### config.mk
export PLATFORM = sky130hd
export DESIGN_NAME = dcc_ctrl
export DESIGN_NICKNAME = d
export VERILOG_FILES = /design/src/dcc_pkg.sv /design/src/dcc_ctrl.sv
export SDC_FILE = /design/constraint.sdc
export NUM_CORES = 1
export LEC_CHECK = 0
export ABC_AREA = 1
export BUFFER_PORTS_ARGS = -buffer_cell sky130_fd_sc_hd__buf_2
export CAP_MARGIN = 15
export CELL_PAD_IN_SITES_DETAIL_PLACEMENT = 1
export CELL_PAD_IN_SITES_GLOBAL_PLACEMENT = 1
export CORE_ASPECT_RATIO = 1.2
export CORE_UTILIZATION = 33
export DETAILED_ROUTE_END_ITERATION = 10
export PLACE_DENSITY = 0.73
export RECOVER_POWER = 25
export SYNTH_ARGS = -nofsm -noshare
export SYNTH_HDL_FRONTEND = slang
export SYNTH_SLANG_ARGS = --single-unit
### constraint.sdc
create_clock -name REF_CLK -period 1.6 [get_ports REF_CLK]
set_input_delay 0.08 -clock REF_CLK [delete_from_list [all_inputs] [get_ports REF_CLK]]
set_output_delay 0.08 -clock REF_CLK [all_outputs]
set_load 0.01 [all_outputs]
### src/dcc_pkg.sv
// Shared constants for the dual comparator control block.
// Assumes an 8-bit register port with small word addresses.
package dcc_pkg;

  // Register addresses on the plain register port.
  localparam logic [2:0] ADDR_CTRL = 3'h0;
  localparam logic [2:0] ADDR_CFG2 = 3'h1;
  localparam logic [2:0] ADDR_GIC = 3'h2;
  localparam logic [2:0] ADDR_PIE = 3'h3;
  localparam logic [2:0] ADDR_PIR = 3'h4;
  localparam logic [2:0] ADDR_PORT = 3'h5;
  localparam logic [2:0] ADDR_DIR = 3'h6;

  // Control register fields.
  localparam int CTRL_OUT_LSB = 6;
  localparam int CTRL_INV_LSB = 4;
  localparam int CTRL_CIS = 3;
  localparam int CTRL_MODE_LSB = 0;

  // Second configuration register fields.
  localparam int CFG2_SYNC = 0;
  localparam int CFG2_GSS = 1;

  // Interrupt control fields; flag and enable of comparator n sit at LSB+n.
  localparam int GIC_GIE = 7;
  localparam int GIC_PERIPHERAL_IRQ_ENABLE = 6;
  localparam int PIE_CIE_LSB = 3;
  localparam int PIR_CIF_LSB = 3;

  // Reset values.
  localparam logic [7:0] RST_CTRL = 8'h00;
  localparam logic [1:0] RST_CFG2 = 2'h2;
  localparam logic [7:0] RST_GIC = 8'h00;
  localparam logic [7:0] RST_PIE = 8'h00;
  localparam logic [7:0] RST_PIR = 8'h00;
  localparam logic [5:0] RST_DIR = 6'h3F;

  // Mode codes with special meaning.
  localparam logic [2:0] MODE_OFF = 3'h0;
  localparam logic [2:0] MODE_SW1 = 3'h1;
  localparam logic [2:0] MODE_SW2 = 3'h2;
  localparam logic [2:0] MODE_PINS = 3'h6;
  localparam logic [2:0] MODE_OFF2 = 3'h7;

  // Pins: 0 C1 plus, 1 C1 minus, 2 C2 plus, 3 C2 minus, 4 C1 out, 5 C2 out.
  function automatic logic [5:0] dcc_analog_mask(input logic [2:0] mode);
    case (mode)
      3'h5: dcc_analog_mask = 6'h0C;
      3'h7: dcc_analog_mask = 6'h00;
      default: dcc_analog_mask = 6'h0F;
    endcase
  endfunction : dcc_analog_mask

  // Pins driven by the comparators instead of the port latch.
  function automatic logic [5:0] dcc_digital_mask(input logic [2:0] mode);
    dcc_digital_mask = (mode == MODE_PINS) ? 6'h30 : 6'h00;
  endfunction : dcc_digital_mask

  // Complete state of the block.
  typedef struct packed {
    logic [2:0] mode;
    logic [1:0] inv;
    logic input_switch_select;
    logic [1:0] cfg2;
    logic [7:0] gic;
    logic [7:0] pie;
    logic [7:0] pir;
    logic [5:0] dir;
    logic [1:0] cmp_s1;
    logic [1:0] cmp_s2;
    logic [5:0] pin_s1;
    logic [5:0] pin_s2;
    logic [1:0] samp;
    logic [1:0] rlat;
    logic [7:0] rd;
    logic [5:0] pout;
    logic [5:0] poe_n;
    logic irq;
    logic wake;
    logic gate;
    logic [1:0] en;
    logic [1:0] insel;
  } dcc_state_t;

endpackage : dcc_pkg

### src/dcc_ctrl.sv
// Digital control and change-interrupt logic around two analog comparators.
// Assumes the analog comparators, the pins and the port latch sit outside;
// comparator results and pin levels arrive asynchronously.
//
// Chosen here: strobed register access and the register addresses.
`timescale 1ns/1ns
`default_nettype none

// What this block does
// - Raw comparator result is high when plus input exceeds minus input.
// - Invert bit complements the reported result, for register bit and pin.
// - Three-bit mode field selects one of eight pin assignments.
// - Analog pins read back as zero whatever their level or direction.
// - Comparator-driven pins carry the comparator output instead of port data.
// - Results reach the dedicated output pins only in mode 110.
// - Adjusted results are always readable in the control register.
// - Input switch picks minus input in modes 001 (first) and 010 (both).
// - Read latch captures output on each control read, compared by XOR.
// - Sampling latch captures the output on every clock.
// - Interrupt flag is held set while a mismatch exists.
// - A control write also refreshes the read latch and ends mismatch.
// - Flag cleared only by writing 0; writing 1 sets it.
// - Interrupt needs comparator, peripheral and global enables; flag sets anyway.
// - Clearing the flag during a persistent mismatch does not last.
// - A change coinciding with a control read may not set the flag.
// - Only the second comparator feeds the timer gate and sync option.
// - Both comparators share one mode field.
// - Reset returns mode 000, inputs analog, comparators disabled.
// - Modes 000 and 111 switch both comparators off.
// - Output change wakes the device when comparator and peripheral enables set.
module dcc_ctrl
  import dcc_pkg::*;
(
  // Clock and reset.
  input wire logic REF_CLK,
  input wire logic RST,
  // Register port.
  input wire logic [2:0] ADDR,
  input wire logic [7:0] WR_DATA,
  input wire logic WR_STB,
  input wire logic RD_STB,
  output logic [7:0] RD_DATA,
  // Analog comparator side.
  input wire logic [1:0] CMP_RAW,
  output logic [1:0] CMP_EN,
  output logic [1:0] INV_SEL,
  // Pins and port latch.
  input wire logic [5:0] PIN_IN,
  input wire logic [5:0] PORT_DATA,
  output logic [5:0] PIN_OUT,
  output logic [5:0] PIN_OE_N,
  // Timer link.
  input wire logic T1_TICK,
  output logic T1_GATE,
  output logic T1_GATE_SEL,
  // Processor side.
  output logic CMP_IRQ,
  output logic WAKE
);

  dcc_state_t q;
  dcc_state_t n;
  logic cmp_on;
  logic [1:0] adj;
  logic [1:0] mism;
  logic [5:0] amask;
  logic [5:0] dmask;
  logic ctrl_acc;
  logic pir_wr;
  logic [1:0] ifl;
  logic [1:0] ien;

  // Views of the current state that several pieces of logic share.
  always_comb begin
    cmp_on = (q.mode != MODE_OFF) && (q.mode != MODE_OFF2);
    // The analog side gives high for plus above minus; off comparators give low before the invert bit.
    adj = (cmp_on ? q.cmp_s2 : 2'h0) ^ q.inv;
    mism = q.rlat ^ q.samp;
    amask = dcc_analog_mask(q.mode);
    dmask = dcc_digital_mask(q.mode);
    ctrl_acc = (RD_STB || WR_STB) && (ADDR == ADDR_CTRL);
    pir_wr = WR_STB && (ADDR == ADDR_PIR);
    ifl = q.pir[PIR_CIF_LSB+1:PIR_CIF_LSB];
    ien = q.pie[PIE_CIE_LSB+1:PIE_CIE_LSB];
  end

  // Next state: register writes, latches, flags and registered outputs.
  always_comb begin
    n = q;

    // Two-flop synchronisers; the first stage feeds only the second.
    n.cmp_s1 = CMP_RAW;
    n.cmp_s2 = q.cmp_s1;
    n.pin_s1 = PIN_IN;
    n.pin_s2 = q.pin_s1;

    // Sampling latch follows the adjusted result every clock.
    n.samp = adj;

    // Any control access, write included, reloads the read latch.
    // A change landing in that same cycle is absorbed, so no flag results.
    if (ctrl_acc) begin
      n.rlat = adj;
    end

    // Register writes.
    if (WR_STB) begin
      case (ADDR)
        ADDR_CTRL: begin
          n.mode = WR_DATA[CTRL_MODE_LSB +: 3];
          n.inv = WR_DATA[CTRL_INV_LSB +: 2];
          n.input_switch_select = WR_DATA[CTRL_CIS];
        end
        ADDR_CFG2: begin
          n.cfg2 = WR_DATA[1:0];
        end
        ADDR_GIC: begin
          n.gic = WR_DATA;
        end
        ADDR_PIE: begin
          n.pie = WR_DATA;
        end
        ADDR_PIR: begin
          n.pir = WR_DATA;
        end
        ADDR_DIR: begin
          n.dir = WR_DATA[5:0];
        end
        default: begin
          n.dir = q.dir;
        end
      endcase
    end

    // Flags: a live mismatch wins over any clear in the same cycle.
    for (int i = 0; i < 2; i++) begin
      n.pir[PIR_CIF_LSB+i] = (pir_wr ? WR_DATA[PIR_CIF_LSB+i] : q.pir[PIR_CIF_LSB+i])
                             | mism[i];
    end

    // Read data stand one cycle after the strobe and only there.
    n.rd = 8'h00;
    if (RD_STB) begin
      case (ADDR)
        ADDR_CTRL: n.rd = {adj, q.inv, q.input_switch_select, q.mode};
        ADDR_CFG2: n.rd = {6'h00, q.cfg2};
        ADDR_GIC: n.rd = q.gic;
        ADDR_PIE: n.rd = q.pie;
        ADDR_PIR: n.rd = q.pir;
        ADDR_PORT: n.rd = {2'h0, q.pin_s2 & ~amask};
        ADDR_DIR: n.rd = {2'h0, q.dir};
        default: n.rd = 8'h00;
      endcase
    end

    // Pin drive: comparator results replace port data only where routed.
    for (int p = 0; p < 6; p++) begin
      n.pout[p] = PORT_DATA[p];
    end
    if (dmask[4]) begin
      n.pout[4] = adj[0];
    end
    if (dmask[5]) begin
      n.pout[5] = adj[1];
    end
    // Software must clear direction bits itself to enable those drivers.
    n.poe_n = q.dir;

    // Analog controls.
    n.en = {2{cmp_on}};
    n.insel[0] = ((q.mode == MODE_SW1) || (q.mode == MODE_SW2)) && q.input_switch_select;
    n.insel[1] = (q.mode == MODE_SW2) && q.input_switch_select;

    // Only the second comparator reaches the timer; sync holds it between ticks.
    if (!q.cfg2[CFG2_SYNC] || T1_TICK) begin
      n.gate = adj[1];
    end

    // Interrupt and wake requests.
    n.wake = (|(ifl & ien)) && q.gic[GIC_PERIPHERAL_IRQ_ENABLE];
    n.irq = (|(ifl & ien)) && q.gic[GIC_PERIPHERAL_IRQ_ENABLE] && q.gic[GIC_GIE];
  end

  // State register; reset puts mode 000, cfg2 2'h2, dir and poe_n 6'h3F, and clears everything else.
  always_ff @(posedge REF_CLK) begin
    if (RST) begin
      q <= '0;
      q.mode <= RST_CTRL[CTRL_MODE_LSB +: 3];
      q.inv <= RST_CTRL[CTRL_INV_LSB +: 2];
      q.input_switch_select <= RST_CTRL[CTRL_CIS];
      q.cfg2 <= RST_CFG2;
      q.gic <= RST_GIC;
      q.pie <= RST_PIE;
      q.pir <= RST_PIR;
      q.dir <= RST_DIR;
      q.poe_n <= RST_DIR;
    end else begin
      q <= n;
    end
  end

  // Every output comes straight from the state register.
  assign RD_DATA = q.rd;
  assign CMP_EN = q.en;
  assign INV_SEL = q.insel;
  assign PIN_OUT = q.pout;
  assign PIN_OE_N = q.poe_n;
  assign T1_GATE = q.gate;
  assign T1_GATE_SEL = q.cfg2[CFG2_GSS];
  assign CMP_IRQ = q.irq;
  assign WAKE = q.wake;
endmodule : dcc_ctrl

`default_nettype wire

* Word-level counts from Yosys, hierarchy flattened *
Cells that the tools add are included.

operators by class
  equal/unequal tests = 12
  mux-type cells = 8
  bitwise logic cells = 8
  reductions and logical operators = 21

operators with widths
  kind                number
  $pmux 8 s7          1
  $eq 3x3->1 const B  6
  $reduce_and 2->1    6
  $eq 3x2->1 const B  3
  $pmux 4 s2          1
  $logic_and 1x1->1   7
  $and 6x6->6         1
  $eq 3x1->1 const B  2
  $mux 6              1
  $not 6->6           1
  $mux 1              4
  $reduce_or 2->1     2
  $xor 2x2->2         2
  $logic_not 3->1     1
  $logic_or 1x1->1    3
  $ne 3x3->1 const B  1
  $reduce_bool 3->1   1
  $and 2x2->2         1
  $mux 2              1
  $or 1x1->1          2
  $logic_not 1->1     1
  $not 1->1           1

storage, ports and cells
  register bits after elaboration = 84
  bits of input ports = 30
  output and inout bits = 28
  word-level logic and storage cells = 72

* Longest topological paths before layout *
  word-level depth = 5
  gate-level depth with buffers = 8
  depth with buffers taken out = 7

* Worst setup path after synthesis *
OpenSTA, ideal clock, no wires.

  path kind = reg-to-reg
  from = register q[82] in the netlist's numbering
  to = register q, in the netlist PIN_OUT[5]
  setup time = 0.115 ns
  arrival = 0.974 ns
  data required time = 1.485 ns
  path slack = 0.510 ns
  cell stages (with the launch flop) = 6
  buffers on the path = 0
  period minus slack after synthesis = 1.090 ns
  path through = dfxtp_1 > nand3_1 > nand4_1 > nand2_1 > o21ai_0 > inv_1

on the way
  word-level cells in the longest chain between the ends = 5
  elaborated cells between the ends (all ways) = 8
  classes of those cells = eq/ne: 2; mux: 3; bitwise: 1; reduce/logical: 2

RTL lines
  item                                             RTL line         text
  start, declared                                  dcc_ctrl.sv:61   dcc_state_t q;
  start signal, assigned                           dcc_ctrl.sv:198  q <= n;
  $ne 3x3->1 or $reduce_bool 3->1 (tied branches)  dcc_ctrl.sv:75   cmp_on = (q.mode != MODE_OFF) && (q.mode != MODE_OFF2);
  $logic_and 1x1->1                                dcc_ctrl.sv:75
  $mux 2                                           dcc_ctrl.sv:77   adj = (cmp_on ? q.cmp_s2 : 2'h0) ^ q.inv;
  $xor 2x2->2                                      dcc_ctrl.sv:77
  $mux 1 *                                         dcc_ctrl.sv:163  if (dmask[5]) begin

Mark *: on every way between the ends. The rest lies on a longest branch, timed or not.
A chain may end at the register's enable or synchronous reset.

* Worst setup path in the final report *
Same ends and word-level chain as after synthesis.

==> flow_summary.toml <==
[logic_synthesis]
synth_edf_count = 0
synth.distinct_cells = 31
synth-simple-area-share_pct = 22.0
async_flop_share_pct = 0
synth_top_family_by_area = "simple AND/OR/NAND/NOR gates"
synth-seq-cells = 84
ys_warn_count = 0
avgSynthCellArea_um2 = 7.79
synthXorXnorAreaFrac_pct = 0.510
syn-num-nets = 471
syn-cell-area_mm2 = 0.00344
ys.flop_type = "dfxtp_1"
muxShareOfSynthArea_pct = 0
synth_cells = 441
synthAdderAreaFrac_pct = 0
synth-compound-area-share_pct = 12.8
seq_area_frac_synth_pct = 48.9

[layout]
mostFrequentLayoutCells = "84 x dfxtp_1, 63 x inv_1, 60 x nor2_1, 56 x buf_2, 52 x nand2_1"
regArea_mm2 = 0.00168
final_common_cell = "dfxtp_1"
final_layout_size_suffix_gt1_share_pct = 20.4
final_nets = 516
multi_input_area_mm2 = 0.00121
nFillCells = 1239
fin_cells = 616
area_delta_synth_final_pct = 17.8
post-route-util_pct = 40.2

[setup_path]
crit_fanout = 7
r2r-start = "q[82]"
crit_start = "q[82]"
rrSetupSlack_ns = 0.20
arrival_ns = 1.62
path_class = "reg -> reg"
critPathLaunchType = "flip-flop"
end_kind = "flip-flop"
cp.required_ns = 1.82

[sta]
tns_ns = 0
slew_headroom_pct = 66.6
worst_pin_slew_ns = 0.498
fin_worst_skew_ns = 0.00855
period_share_pct = 87.3
maxSlewViolCount = 0
finalCriticalPeriod_ns = 1.40
timing.fmax_mhz = 716
rsz0062_at_grt = "false"
hold_slack_ns = 0.0491
hold_violations = 0
setup_viol = 0

[floorplanning]
fp.coreArea_mm2 = 0.0101
rows = 40
die_height_um = 114
die-area_mm2 = 0.0108
pin_count = 58
die_x_um = 95.2
start_util_pct = 34.2

[power_and_ir_drop]
p_per_area_mw_per_mm2 = 1170
intPower_w = 0.00365
ir_worst_vdd_v = 0.000553
combinationalPowerShare_pct = 7.7
p_seq_share_pct = 46.7
swShare_pct = 22.7
p_total_w = 0.00472
clock_power_share_pct = 45.6
p_switching_w = 0.00107
power.leakage_nw = 1.84

[clock_network]
cts.path.max_buffers = 2
cts_tree = "done"
cts_setup_buffers = 0
numCtsBuffers = 9
htreeDepth = 3
cts_root_buf = "clkbuf_16"
path_clk_slew_ns = 0.06
cts_sinks = 84
clk_latency_ns = 0.34

[drt]
vias = 2917
ant_nets = 0
drt_iter0_drc = 133
routedWlPerCell_um = 14.7
via_per_inst = 4.74
drc = 0
dr.pass1.iters = 4
routed_wirelength_mm = 9.06

[hold_path]
min_from = "WR_DATA[6]"
hold_path_class = "in -> reg"

[global_routing]
antenna_found_initial = 1
grt_max_degree = 37
overflow = 0
grt_pass1_wl_mm = 14.5
grt_usage_pct = 18.2
grt_pass1_vias = 2921

[placement]
dp_cells = 589
numPortBuffers = 57
dpl.hpwl_mm = 6.58
gp_congestion = 0.854

[job]
cap_violations = 0

[outcome]
status = "completed"
power by group through the flow:
stage | Clock [W] | Combinational [W] | Sequential [W]
2_1_floorplan | 0 | 0.000238 | 0.00224
3_3_place_gp | 0 | 0.000332 | 0.00224
3_5_place_dp | 0 | 0.000343 | 0.00225
4_1_cts | 0.00220 | 0.000368 | 0.00220
5_1_grt | 0.00230 | 0.000409 | 0.00221
6_report | 0.00215 | 0.000365 | 0.00220
cell type report:
class,count,area share [%]
sequential,84,41.5
multi-input combinational,249,30.0
timing repair buffer,72,10.5
inverter,70,6.49
clock buffer,9,5.56
tap,126,3.89
clock inverter,5,1.95
antenna,1,0.0618
logic make-up (layout without fill, tap and decap cells):
kind of cell | Yosys count | after routing
compound gates | 84 | 84
xor+xnor | 2 | 2
buf+inv | 108 | 156
flops | 84 | 84
other cells | 0 | 1
simple gates | 163 | 163
layer usage:
layer / track usage, % / up-vias / share of wire, %
li1: - / 1444 / -
met4: 7.78 / 0 / 2.6
met2: 31.3 / 81 / 50
met1: 20.9 / 1377 / 43
met5: 0 / - / 0
met3: 4.73 / 15 / 4.9
per-stage QoR:
step | worst slack (ns) | area (µm²)
floorplan | 0.510 | 3440
finish | 0.204 | 4050
CTS | 0.185 | 4050
global route | 0.0597 | 4050
detailed placement | 0.149 | 3620
global placement | 0.267 | 3620
path summary, 6_finish.rpt:
check,endpoint,cells past startpoint
worst max-delay path,PIN_OUT[5],5
worst min-delay path,q[75],3
worst max register to register,PIN_OUT[5],5
worst min register to register,q[33],2
what timing repair did:
item / in CTS / in global routing
hold buffers: 12 / 0
gates resized for setup: 0 / 0
hold endpoints to repair: 12 / 0
Yosys cell counts, types with 3 or more instances:
library cell / count / area [µm²]
a21oi_1: 33 / 165
nand4_1: 3 / 18.8
or2_2: 7 / 43.8
buf_6: 3 / 33.8
nand2_1: 52 / 195
buf_4: 25 / 188
inv_1: 63 / 236
dfxtp_1: 84 / 1680
clkbuf_1: 7 / 26.3
inv_2: 7 / 26.3
nor3b_1: 4 / 30.0
nor2_1: 60 / 225
nand3_1: 19 / 95.1
nand2_2: 3 / 18.8
o21ai_0: 43 / 215
nor3_1: 7 / 35.0
flip-flops by register name, indices dropped and copies added, names as in the netlist, 2 cells and up:
| name | cells |
|---|---|
| q | 39 |
| ien | 2 |
| ifl | 2 |
| PIN_OE_N | 6 |
| INV_SEL | 2 |
| n | 14 |
| RD_DATA | 8 |
| PIN_OUT | 6 |
worst max-delay path: stages, from the launching register on:
cell	delay [ns]
dfxtp_1	0.41
nand3_1	0.26
nand4_1	0.20
nand2_1	0.14
o21ai_0	0.20
inv_1	0.07
(Power assumes the default switching activity.)
